`src/osc_switch_defines.svh`:
```
// Purpose: constants for the internal oscillator clock switch
// Assumes: 40 MHz ref_clk, Avalon-MM register slave with word addressing in bytes
// Notes: offsets are byte addresses, fields hold bit positions
`ifndef OSC_SWITCH_DEFINES_SVH
`define OSC_SWITCH_DEFINES_SVH
`define OFS_CTRL 4'h0
`define OFS_STAT 4'h4
`define OFS_CFG 4'h8
`define CTRL_SCS_LSB 0
`define CTRL_INTERNAL_FREQ_SELECT_LSB 3
`define CTRL_SPLL_BIT 7
`define CTRL_RESET 8'h38
`define SRC_INTERNAL_OSC_SOURCE 3'h4
`define SCS_CONFIG 2'h0
`define INTERNAL_FREQ_SELECT_8MHZ_HF 4'he
`define STARTUP_NS 2000
`define STARTUP_CYC ((`STARTUP_NS * 40 + 999) / 1000)
`define STAT_HF_BIT 0
`define STAT_MF_BIT 1
`define STAT_LF_BIT 2
`define STAT_PLL_BIT 3
`define STAT_BUSY_BIT 4
`endif

```
`src/osc_switch_pkg.sv`:
```
// Purpose: types for the internal oscillator clock switch
// Assumes: nothing beyond the defines header
// Notes: oscillator index order is hf, mf, lf
package osc_switch_pkg;
   typedef enum logic [1:0] {
      osc_hf_type_e = 2'b00,
      osc_mf_type_e = 2'b01,
      osc_lf_type_e = 2'b10
   } osc_id_type;
   typedef struct packed {
      logic [3:0] address;
      logic read;
      logic write;
      logic [31:0] writedata;
   } bus_req_type;
   typedef struct packed {
      logic [31:0] readdata;
      logic waitrequest;
   } bus_rsp_type;
endpackage

```
`src/edge_handover.sv`:
```
// Purpose: glitch-free handover between two oscillator clocks sampled on ref_clk
// Assumes: old and new clocks are slow compared to ref_clk and synchronous levels
// Notes: raises done once the new clock has taken over the output
module edge_handover (
   input wire logic ref_clk, // block clock
   input wire logic rstn, // synchronous reset, active low
   input wire logic start, // one-cycle pulse, begin a handover
   input wire logic old_clk, // level of current clock
   input wire logic new_clk, // level of new clock
   output logic hold_low, // output clock forced low
   output logic done // one-cycle pulse, new clock active
);
   typedef enum logic [1:0] {
      h_idle = 2'b00,
      h_wait_fall = 2'b01,
      h_wait_rise = 2'b10
   } hstate_type;
   hstate_type st_r;
   logic old_d_r, new_d_r;
   // edge history for falling and rising detection
   always_ff @(posedge ref_clk) begin
      if (!rstn) begin
         old_d_r <= 1'b0;
         new_d_r <= 1'b0;
      end else begin
         old_d_r <= old_clk;
         new_d_r <= new_clk;
      end
   end
   // wait for old falling edge, hold low, wait for new rising edge
   always_ff @(posedge ref_clk) begin
      if (!rstn) begin
         st_r <= h_idle;
         hold_low <= 1'b0;
         done <= 1'b0;
      end else begin
         done <= 1'b0;
         case (st_r)
            h_idle: begin
               if (start) st_r <= h_wait_fall;
            end
            h_wait_fall: begin
               if (old_d_r && !old_clk) begin
                  hold_low <= 1'b1;
                  st_r <= h_wait_rise;
               end
            end
            h_wait_rise: begin
               if (!new_d_r && new_clk) begin
                  hold_low <= 1'b0;
                  done <= 1'b1;
                  st_r <= h_idle;
               end
            end
            default: st_r <= h_idle;
         endcase
      end
   end
endmodule

```
`src/osc_switch.sv`:
```
// Purpose: internal oscillator frequency and system clock source control
// Assumes: config straps steady after reset, oscillator clocks sampled on ref_clk
// Notes: registers over Avalon-MM, one wait state on every access
// What this block does
// - config pattern 100 picks internal oscillator
// - select 00 follows the config source
// - frequency pattern 1110 selects 8 MHz high osc
// - pll on by soft or config enable
// - config pll turns pll on unless select 1x, no 8 MHz
// - select 1x keeps pll off internal osc
// - stopped new oscillator gets start-up delay
// - old falling edge, hold low, new rising
// - status shows active oscillators after switch
// - same-source switch skips start-up delay
//
// Added by the designer: register access over Avalon-MM and the placing of the registers.
`include "osc_switch_defines.svh"
module osc_switch #(
   parameter int STARTUP_CYCLES = `STARTUP_CYC // start-up delay in ref_clk cycles
) (
   input wire logic ref_clk, // 40 MHz block clock
   input wire logic rstn, // synchronous reset, active low
   input wire osc_switch_pkg::bus_req_type bus_req, // avalon request
   output osc_switch_pkg::bus_rsp_type bus_rsp, // avalon answer
   input wire logic [2:0] clock_source_config, // configuration clock source field
   input wire logic config_pll_enable, // configuration pll enable bit
   input wire logic hf_clk, // high frequency internal oscillator
   input wire logic mf_clk, // mid frequency internal oscillator
   input wire logic lf_clk, // low frequency internal oscillator
   output logic [2:0] osc_enable, // oscillator run enables, hf mf lf
   output logic pll_enable, // 4x pll enable
   output logic use_internal_osc, // system clock from internal osc
   output logic [3:0] active_freq_select, // frequency code now driving the system
   output logic sys_clk_hold_low, // system clock held low during handover
   output logic [1:0] active_osc // oscillator now driving the system
);
   import osc_switch_pkg::*;
   typedef enum logic [1:0] {
      s_idle = 2'b00,
      s_startup = 2'b01,
      s_handover = 2'b10,
      s_status = 2'b11
   } sw_state_type;
   sw_state_type st_r;
   logic [1:0] system_clock_select_r;
   logic [3:0] internal_freq_select_r;
   logic soft_pll_enable_r;
   logic [2:0] cfg_src_r;
   logic cfg_pll_r;
   logic [3:0] pend_freq_r;
   logic [1:0] pend_osc_r;
   logic [15:0] cnt_r;
   logic [2:0] stat_osc_r;
   logic ack_r;
   logic hs_start_r;
   logic hs_hold, hs_done;
   logic [3:0] wr_freq;
   logic [1:0] tgt_osc;
   logic [2:0] clk_vec;
   logic old_lvl, new_lvl;
   logic [7:0] ctrl_rd;
   logic [7:0] stat_rd;
   // frequency code to oscillator: 1111..1100 hf, 0001 and 0000 lf, others mf
   function automatic logic [1:0] osc_of(input logic [3:0] f);
      if (f[3:2] == 2'b11 || f == 4'hd) osc_of = osc_hf_type_e;
      else if (f == 4'h0 || f == 4'h1) osc_of = osc_lf_type_e;
      else osc_of = osc_mf_type_e;
   endfunction
   // strap capture after reset release
   always_ff @(posedge ref_clk) begin
      if (!rstn) begin
         cfg_src_r <= 3'h0;
         cfg_pll_r <= 1'b0;
      end else begin
         cfg_src_r <= clock_source_config;
         cfg_pll_r <= config_pll_enable;
      end
   end
   // config pll forbids the plain 8 MHz code, remap to the pll-backed code
   always_comb begin
      wr_freq = bus_req.writedata[`CTRL_INTERNAL_FREQ_SELECT_LSB +: 4];
      if (cfg_pll_r && wr_freq == `INTERNAL_FREQ_SELECT_8MHZ_HF) wr_freq = 4'hf;
   end
   // avalon: one wait state, waitrequest drops the cycle after request
   always_ff @(posedge ref_clk) begin
      if (!rstn) ack_r <= 1'b0;
      else ack_r <= (bus_req.read || bus_req.write) && !ack_r;
   end
   // control register writes
   always_ff @(posedge ref_clk) begin
      if (!rstn) begin
         system_clock_select_r <= 2'((`CTRL_RESET >> `CTRL_SCS_LSB) & 8'h03);
         internal_freq_select_r <= 4'h7;
         soft_pll_enable_r <= 1'b0;
      end else if (bus_req.write && ack_r && bus_req.address == `OFS_CTRL) begin
         system_clock_select_r <= bus_req.writedata[`CTRL_SCS_LSB +: 2];
         internal_freq_select_r <= wr_freq;
         soft_pll_enable_r <= bus_req.writedata[`CTRL_SPLL_BIT];
      end
   end
   assign tgt_osc = osc_of(internal_freq_select_r);
   assign clk_vec = {lf_clk, mf_clk, hf_clk};
   assign old_lvl = clk_vec[active_osc];
   assign new_lvl = clk_vec[pend_osc_r];
   // switch sequencer
   always_ff @(posedge ref_clk) begin
      if (!rstn) begin
         st_r <= s_idle;
         pend_freq_r <= 4'h7;
         pend_osc_r <= osc_mf_type_e;
         cnt_r <= 16'h0;
         hs_start_r <= 1'b0;
      end else begin
         hs_start_r <= 1'b0;
         case (st_r)
            s_idle: begin
               if (internal_freq_select_r != active_freq_select) begin
                  pend_freq_r <= internal_freq_select_r;
                  pend_osc_r <= tgt_osc;
                  if (tgt_osc == active_osc) begin
                     st_r <= s_status;
                  end else if (!stat_osc_r[tgt_osc]) begin
                     cnt_r <= 16'(STARTUP_CYCLES);
                     st_r <= s_startup;
                  end else begin
                     hs_start_r <= 1'b1;
                     st_r <= s_handover;
                  end
               end
            end
            s_startup: begin
               if (cnt_r <= 16'h1) begin
                  hs_start_r <= 1'b1;
                  st_r <= s_handover;
               end else cnt_r <= cnt_r - 16'h1;
            end
            s_handover: begin
               if (hs_done) st_r <= s_status;
            end
            s_status: st_r <= s_idle;
            default: st_r <= s_idle;
         endcase
      end
   end
   edge_handover u_hand (
      .ref_clk(ref_clk),
      .rstn(rstn),
      .start(hs_start_r),
      .old_clk(old_lvl),
      .new_clk(new_lvl),
      .hold_low(hs_hold),
      .done(hs_done)
   );
   // active selection changes only at completion, old clock stays meanwhile
   always_ff @(posedge ref_clk) begin
      if (!rstn) begin
         active_freq_select <= 4'h7;
         active_osc <= osc_mf_type_e;
         stat_osc_r <= 3'b010;
      end else if (st_r == s_status) begin
         active_freq_select <= pend_freq_r;
         active_osc <= pend_osc_r;
         stat_osc_r <= 3'b001 << pend_osc_r;
      end
   end
   // oscillator enables: active one plus the one starting up
   always_ff @(posedge ref_clk) begin
      if (!rstn) osc_enable <= 3'b010;
      else if (st_r == s_idle || st_r == s_status) osc_enable <= stat_osc_r;
      else osc_enable <= stat_osc_r | (3'b001 << pend_osc_r);
   end
   // source and pll decisions
   always_ff @(posedge ref_clk) begin
      if (!rstn) begin
         use_internal_osc <= 1'b0;
         pll_enable <= 1'b0;
         sys_clk_hold_low <= 1'b0;
      end else begin
         use_internal_osc <= system_clock_select_r[1] ||
            (system_clock_select_r == `SCS_CONFIG && cfg_src_r == `SRC_INTERNAL_OSC_SOURCE);
         pll_enable <= (soft_pll_enable_r || cfg_pll_r) &&
            !system_clock_select_r[1];
         sys_clk_hold_low <= hs_hold;
      end
   end
   assign ctrl_rd = {soft_pll_enable_r || cfg_pll_r, internal_freq_select_r, 1'b0,
      system_clock_select_r};
   assign stat_rd = {3'h0, st_r != s_idle, pll_enable, stat_osc_r};
   // read data and waitrequest
   always_ff @(posedge ref_clk) begin
      if (!rstn) bus_rsp <= '{readdata: 32'h0, waitrequest: 1'b1};
      else begin
         bus_rsp.waitrequest <= !((bus_req.read || bus_req.write) && !ack_r);
         case (bus_req.address)
            `OFS_CTRL: bus_rsp.readdata <= {24'h0, ctrl_rd};
            `OFS_STAT: bus_rsp.readdata <= {24'h0, stat_rd};
            `OFS_CFG: bus_rsp.readdata <= {28'h0, cfg_pll_r, cfg_src_r};
            default: bus_rsp.readdata <= 32'h0;
         endcase
      end
   end
endmodule

```
`config.mk`:
```
export PLATFORM = sky130hd
export DESIGN_NAME = osc_switch
export DESIGN_NICKNAME = d
export VERILOG_FILES = /design/src/osc_switch_pkg.sv /design/src/edge_handover.sv /design/src/osc_switch.sv
export VERILOG_INCLUDE_DIRS = /design/src
export SDC_FILE = /design/constraint.sdc
export NUM_CORES = 1
export LEC_CHECK = 0
export ABC_AREA = 1
export BUFFER_PORTS_ARGS = -buffer_cell sky130_fd_sc_hd__buf_2
export CAP_MARGIN = 20
export CORE_MARGIN = 10
export CORE_UTILIZATION = 49
export DETAILED_ROUTE_END_ITERATION = 16
export PLACE_DENSITY = 0.75
export REMOVE_ABC_BUFFERS = 1
export SYNTH_ARGS = -nofsm -noshare
export SYNTH_HDL_FRONTEND = slang
export SYNTH_HIERARCHICAL = 1
export SYNTH_SLANG_ARGS = --single-unit
export TNS_END_PERCENT = 100
```
`constraint.sdc`:
```
create_clock -name ref_clk -period 2.9 [get_ports ref_clk]
set_input_delay 0.725 -clock ref_clk [delete_from_list [all_inputs] [get_ports ref_clk]]
set_output_delay 0.725 -clock ref_clk [all_outputs]
set_load 0.01 [all_outputs]
```
==> flow_metrics.py, run 1 <==
metrics = {
    "floorplan": {
        "rows": 30,
        "start_util_pct": 50.3,
        "die_w_um": 104,
        "die_h_um": 104,
        "pin_count": 92,
        "die-area_sq_um": 10700,
        "core_sq_um": 6790,
    },
    "critical_path": {
        "crit_path_start_kind": "register",
        "worstSetupPathType": "reg -> reg",
        "cp_data_arrival_time_ns": 2.44,
        "ff2ff_path_depth": 10,
        "crit_required_ns": 3.19,
        "reg2reg_from": "st_r[1]$_SDFFE_PN0P_",
        "endpoint_kind": "register",
        "r2r_slack_ns": 0.75,
        "timing.rr.end": "cnt_r[2]$_SDFFE_PN0P_",
        "crit_fanout": 16,
    },
    "synthesis": {
        "synth_cell_types": 33,
        "synth_edf_count": 0,
        "ys_warn_count": 6,
        "async_flop_share_pct": 0,
        "ys_ff_latch": 67,
        "syn-cell-area_sq_um": 3420,
        "synth_ff_type": "dfxtp_1",
        "netlist_instances": 493,
        "avgSynthCellArea_sq_um": 6.93,
        "synth-seq-area-share_pct": 39.2,
    },
    "grt": {
        "grt_usage_pct": 14.5,
        "overflow": 0,
        "grt_antenna_before_repair": 0,
        "grt_pass1_vias": 2950,
        "grt_first_pass_wirelength_um": 13400,
        "grt_max_degree": 38,
    },
    "job": {
        "drv_cap": 0,
    },
    "place": {
        "io_buffer_count": 42,
        "gp_congestion": 0.870,
        "pre_cts_slack_ns": 0.747,
        "placed_cells": 619,
        "hpwl_um": 5680,
    },
    "cells_and_area": {
        "layout_commonest_cell": "nand2_1",
        "fin_cells": 635,
        "final_cell_mix": "nand2_1 (113), dfxtp_1 (67), nor2_1 (63)",
        "synthToLayoutAreaGrowth_pct": 11.1,
        "fillers": 629,
        "antenna_cells": 0,
        "drive_gt1_share_pct": 16.0,
        "fin_nets": 587,
    },
    "min_path": {
        "holdPathEnd": "pll_enable$_SDFF_PN0_",
        "hold_class": "reg -> reg",
        "hold_path_depth": 1,
        "min_from": "system_clock_select_r[1]$_SDFFE_PN0P_",
    },
    "clock_tree": {
        "post_cts_buffers": 0,
        "clk_pin_slew_ns": 0.07,
        "hold_buffers": 0,
        "cts_buffers": 9,
        "clock-sinks": 67,
        "cts_resized": 0,
        "htreeDepth": 3,
        "insertion_delay_ns": 0.35,
        "cts_max_path_buffers": 2,
        "clock-root-buffer": "clkbuf_8",
        "cts_tree": "built",
    },
    "sta": {
        "worst_pin_slew_ns": 0.790,
        "setup_viol": 0,
        "finalSetupTns_ns": 0,
        "worst_slack_ns": 0.750,
        "hold_viol_final": 0,
        "max_freq_mhz": 465,
        "worst_clock_skew_ns": 0.00561,
        "period_share_pct": 74.1,
        "drv_slew": 0,
        "fin_crit_ns": 2.15,
        "rsz0062_at_grt": "no",
        "slew_headroom_pct": 47.3,
    },
    "routing": {
        "finalWirelength_um": 7810,
        "wl_per_cell_um": 12.3,
        "antenna_left": 0,
        "drt_first_pass_iters": 6,
        "drtIter0Drc": 196,
        "drc_errors": 0,
        "routed_via_density": 4.86,
        "num_vias": 3086,
    },
    "power": {
        "p_leak_nw": 1.90,
        "p_per_area_nw_per_um2": 1040,
        "ir_drop_v": 0.000391,
    },
    "run_status": {
        "status": "finished clean",
    },
}
[worst max-delay path by stage]
stage                             to                  start  depth (start not counted)
2_1_floorplan  cnt_r[2]$_SDFFE_PN0P_  cnt_r[0]$_SDFFE_PN0P_                         11
3_3_place_gp   cnt_r[2]$_SDFFE_PN0P_   st_r[1]$_SDFFE_PN0P_                         10
3_5_place_dp   cnt_r[2]$_SDFFE_PN0P_   st_r[1]$_SDFFE_PN0P_                         10
4_1_cts        cnt_r[2]$_SDFFE_PN0P_   st_r[1]$_SDFFE_PN0P_                         10
5_1_grt        cnt_r[4]$_SDFFE_PN0P_   st_r[1]$_SDFFE_PN0P_                         10
6_report       cnt_r[2]$_SDFFE_PN0P_   st_r[1]$_SDFFE_PN0P_                         10
[cell type report]
type / count / area [sq um] / area share [%]
Tap cell: 96 / 120 / 3.16
Sequential cell: 67 / 1340 / 35.3
Clock buffer: 10 / 138 / 3.62
Timing Repair Buffer: 43 / 218 / 5.73
Clock inverter: 6 / 87.6 / 2.31
Inverter: 60 / 230 / 6.06
Multi-Input combinational cell: 353 / 1660 / 43.8
[stage by stage]
stage / instance area (sq um) / hold WS (ns) / utilization [%] / power, mW
2_1_floorplan: 3230 / 0.393 / - / 2.67
3_3_place_gp: 3570 / 0.402 / 52.6 / 3.02
3_5_place_dp: 3570 / 0.407 / 52.6 / 3.07
4_1_cts: 3800 / 0.417 / 55.9 / 3.97
5_1_grt: 3800 / 0.456 / 55.9 / 4.32
6_report: 3800 / 0.415 / 55.9 / 3.95
[worst max-delay path: stages (launching register included)]
cell and delay, ns:
dfxtp_1 0.33, inv_1 0.11, ha_1 0.36, inv_1 0.27
nand2_1 0.16, nand2_2 0.08, nor2_4 0.35, nand2_4 0.16
clkinv_4 0.12, nor2_1 0.05, nor2_1 0.09
[power breakdown]
part / leakage (nW) / internal [mW] / total (mW) / switching (mW)
sequential: 0.546 / 1.09 / 1.24 / 0.155
combinational: 1.24 / 0.601 / 1.83 / 1.23
clock: 0.117 / 0.509 / 0.878 / 0.370
total: 1.90 / 2.20 / 3.95 / 1.76
[per-layer routing]
| layer | GRT usage [%] | wire, um |
|---|---|---|
| met3 | 4.15 | 396 |
| met4 | 5.54 | 119 |
| met1 | 16.7 | 3520 |
| met5 | 0 | 0 |
| met2 | 24.5 | 3770 |
[cell families (layout without fill, tap and decap cells)]
kind of cell | Yosys count | in the layout | share of synthesized area, %
and+or+nand+nor | 246 | 246 | 31.6
buffers and inverters | 96 | 119 | 14.6
AOI/OAI and AO/OA | 77 | 77 | 12.2
DFF | 67 | 67 | 39.2
adders and majority gates | 6 | 6 | 2.20
other | 1 | 24 | 0.110
[cell usage after synthesis (2+ instances only)]
cell type	count	share of area [%]
nand2_1	113	12
dfxtp_1	67	39
nor2_1	63	6.9
inv_1	55	6.0
nand3_1	40	5.9
a21oi_1	37	5.4
o21ai_0	27	4.0
buf_4	24	5.3
nand2_2	7	1.3
ha_1	6	2.2
nor2_2	6	1.1
nor3_1	5	0.73
o211ai_1	5	1.1
buf_6	4	1.3
clkbuf_1	4	0.44
inv_2	4	0.44
buf_2	3	0.44
o21bai_1	3	0.66
nand2_4	2	0.66
nand3b_1	2	0.44
nand4_1	2	0.37
nor2_4	2	0.66
or2_2	2	0.37
[state kept, by name, summed over array words and instances, names as in the netlist, 2 cells and up]
signal                  flops
pend_osc_r                  2
pend_freq_r                 4
bus_rsp                     9
cfg_src_r                   3
st_r                        2
active_osc                  2
internal_freq_select_r      4
stat_osc_r                  3
osc_enable                  3
u_hand/st_r                 2
active_freq_select          4
cnt_r                      16
system_clock_select_r       2
(Power assumes the default switching activity.)
==> run 2, diff against run 1 <==
==> constraint.sdc (replaced) <==
create_clock -name ref_clk -period 2.15 [get_ports ref_clk]
set_input_delay 0.5375 -clock ref_clk [delete_from_list [all_inputs] [get_ports ref_clk]]
set_output_delay 0.5375 -clock ref_clk [all_outputs]
set_load 0.01 [all_outputs]
==> run 2 against run 1 <==
  * Global-route usage decreased by 0.16 points
  * Die area did not move
  * First-iteration DRC count down 22%
  * Critical path depth up 1
  * Setup slack worse by 0.41 ns
  * Sequential cell count unchanged
  * Sequential share of layout area decreased by 0.30 points
  * Clock skew is 0.0015 ns higher
  * Wire length decreased by 0.63%
  * Largest cell class unchanged
  * Highest routed layer unchanged
==> flow_metrics.py, run 2 (synthesis gave the netlist of run 1 again) <==
metrics = {
    "cells_and_area": {
        "largest_registers": "cnt_r (16), bus_rsp (9)",
        "antenna_cells": 0,
        "final_cell_mix": "nand2_1 (113), dfxtp_1 (67), nor2_1 (63)",
        "fin_nets": 591,
        "fillers": 662,
        "fin_util_pct": 56.4,
        "synthToLayoutAreaGrowth_pct": 12.0,
        "regMostFlops": "cnt_r",
        "layout_commonest_cell": "nand2_1",
        "drive_gt1_share_pct": 16.4,
        "multi_input_area_sq_um": 1660,
        "seq_area_sq_um": 1340,
        "largest_reg_flops": 16,
    },
    "power": {
        "pwr-share-comb_pct": 46.7,
        "p_leak_nw": 1.92,
        "p_sw_share_pct": 43.5,
        "internal_power_mw": 3.04,
        "p_per_area_nw_per_um2": 1410,
        "p_switching_mw": 2.34,
        "ir_drop_v": 0.000551,
        "clockPowerShare_pct": 22.3,
        "p_seq_share_pct": 31.1,
    },
    "routing": {
        "num_vias": 3039,
        "routed_via_density": 4.76,
        "antenna_left": 0,
        "drc_errors": 0,
        "drt_first_pass_iters": 4,
        "finalWirelength_um": 7760,
        "wl_per_cell_um": 12.1,
        "drtIter0Drc": 153,
    },
    "clock_tree": {
        "clk_pin_slew_ns": 0.07,
        "htreeDepth": 3,
        "cts_resized": 0,
        "cts_buffers": 9,
        "post_cts_buffers": 0,
        "insertion_delay_ns": 0.34,
        "hold_buffers": 0,
        "cts_max_path_buffers": 2,
        "cts_tree": "built",
        "clock-root-buffer": "clkbuf_8",
        "clock-sinks": 67,
    },
    "sta": {
        "finalSetupTns_ns": 0,
        "period_share_pct": 84.3,
        "setup_viol": 0,
        "slew_headroom_pct": 56.9,
        "rsz0062_at_grt": "no",
        "fin_crit_ns": 1.81,
        "drv_slew": 0,
        "max_freq_mhz": 551,
        "worst_pin_slew_ns": 0.646,
        "hold_viol_final": 0,
        "worst_clock_skew_ns": 0.00710,
    },
    "grt": {
        "grt_max_degree": 38,
        "grt_usage_pct": 14.3,
        "grt_first_pass_wirelength_um": 13200,
        "overflow": 0,
        "grt_antenna_before_repair": 0,
        "grt_pass1_vias": 2913,
    },
    "floorplan": {
        "core_sq_um": 6790,
        "die_w_um": 104,
        "pin_count": 92,
        "rows": 30,
        "die_h_um": 104,
        "die-area_sq_um": 10700,
        "start_util_pct": 50.3,
    },
    "run_status": {
        "status": "finished clean",
    },
    "place": {
        "hpwl_um": 5680,
        "gp_congestion": 0.899,
        "io_buffer_count": 42,
    },
    "critical_path": {
        "crit_buf_inv": 2,
        "timing.rr.end": "cnt_r[4]$_SDFFE_PN0P_",
        "reg2reg_from": "cnt_r[0]$_SDFFE_PN0P_",
        "crit_path_start_kind": "register",
        "endpoint": "cnt_r[4]$_SDFFE_PN0P_",
        "crit_required_ns": 2.39,
        "ff2ff_path_depth": 11,
        "cp_top_family": "simple AND/OR/NAND/NOR gates",
        "r2r_slack_ns": 0.34,
        "cp_data_arrival_time_ns": 2.05,
        "worstSetupPathType": "reg -> reg",
        "endpoint_kind": "register",
        "path_cells": "inv_1 > ha_1 > o21ai_0 > nor2_1 > nand2_2 > nor2_4 > nor2_4 > buf_4 > nand3_1 > nand2_1 > nor2_1",
        "crit_fanout": 8,
        "cpPeakStageDelay_ns": 0.37,
        "cp.depth": 11,
        "crit_slowest_cell": "dfxtp_1",
        "critPathLaunch": "cnt_r[0]$_SDFFE_PN0P_",
    },
    "min_path": {
        "hold_class": "in -> reg",
    },
    "job": {
        "drv_cap": 0,
    },
}
-- run 2: cell count changes in the layout (fill, tap and decap cells not counted), sizes merged --
cell,before,now
buf,43,47
inv,60,59
clkinvlp,0,1
clkinv,4,2
clkbuf,10,12
-- run 2: layer usage --
metal	vias up	track usage [%]	wire length [um]
li1	1602	-	-
met1	1341	16.8	3560
met2	87	23.7	3660
met3	9	4.28	442
met4	0	5.85	104
met5	-	0	0
-- run 2: how the worst min path moves through the flow --
stage | from | endpoint | slack, ns | cells past startpoint
floorplan | system_clock_select_r[1]$_SDFFE_PN0P_ | pll_enable$_SDFF_PN0_ | 0.39 | 1
global placement | system_clock_select_r[1]$_SDFFE_PN0P_ | pll_enable$_SDFF_PN0_ | 0.40 | 1
detailed placement | system_clock_select_r[1]$_SDFFE_PN0P_ | pll_enable$_SDFF_PN0_ | 0.42 | 1
CTS | config_pll_enable | cfg_pll_r$_SDFF_PN0_ | 0.36 | 3
global route | clock_source_config[1] | cfg_src_r[1]$_SDFF_PN0_ | 0.37 | 3
finish | config_pll_enable | cfg_pll_r$_SDFF_PN0_ | 0.37 | 3
-- run 2: power groups by stage --
| stage | sequential, mW | clock, mW | combinational (mW) |
|---|---|---|---|
| 2_1_floorplan | 1.66 | 0 | 1.93 |
| 3_3_place_gp | 1.69 | 0 | 2.43 |
| 3_5_place_dp | 1.70 | 0 | 2.48 |
| 4_1_cts | 1.67 | 1.22 | 2.50 |
| 5_1_grt | 1.71 | 1.28 | 2.93 |
| 6_report | 1.67 | 1.20 | 2.51 |
-- run 2: area by class of cell --
type | count | area share, %
clock buffers | 12 | 4.05
clock inverters | 4 | 1.89
inverters | 60 | 6.01
multi-input cells | 353 | 43.4
flip-flops and latches | 67 | 35.0
well taps | 96 | 3.14
repair buffers | 47 | 6.47
-- run 2: metrics by stage --
step                      setup WS (ns)  hold WS, ns  total power, mW  instance area (sq um)  instances
final                             0.337        0.373             5.39                   3830        639
after global routing              0.155        0.372             5.91                   3830        639
after global placement            0.382        0.403             4.12                   3600        623
after detailed placement          0.352        0.420             4.18                   3600        623
after floorplan                   0.449        0.393             3.60                   3230        480
after CTS                         0.340        0.361             5.39                   3830        639
-- run 2: worst reg2reg max path: cells and delay by family, from the launching register on --
family	cells	cell delay [ns]
and+or+nand+nor	7	0.59
DFF	1	0.37
buffers and inverters	2	0.29
adders and majority gates	1	0.28
AOI/OAI and AO/OA	1	0.19
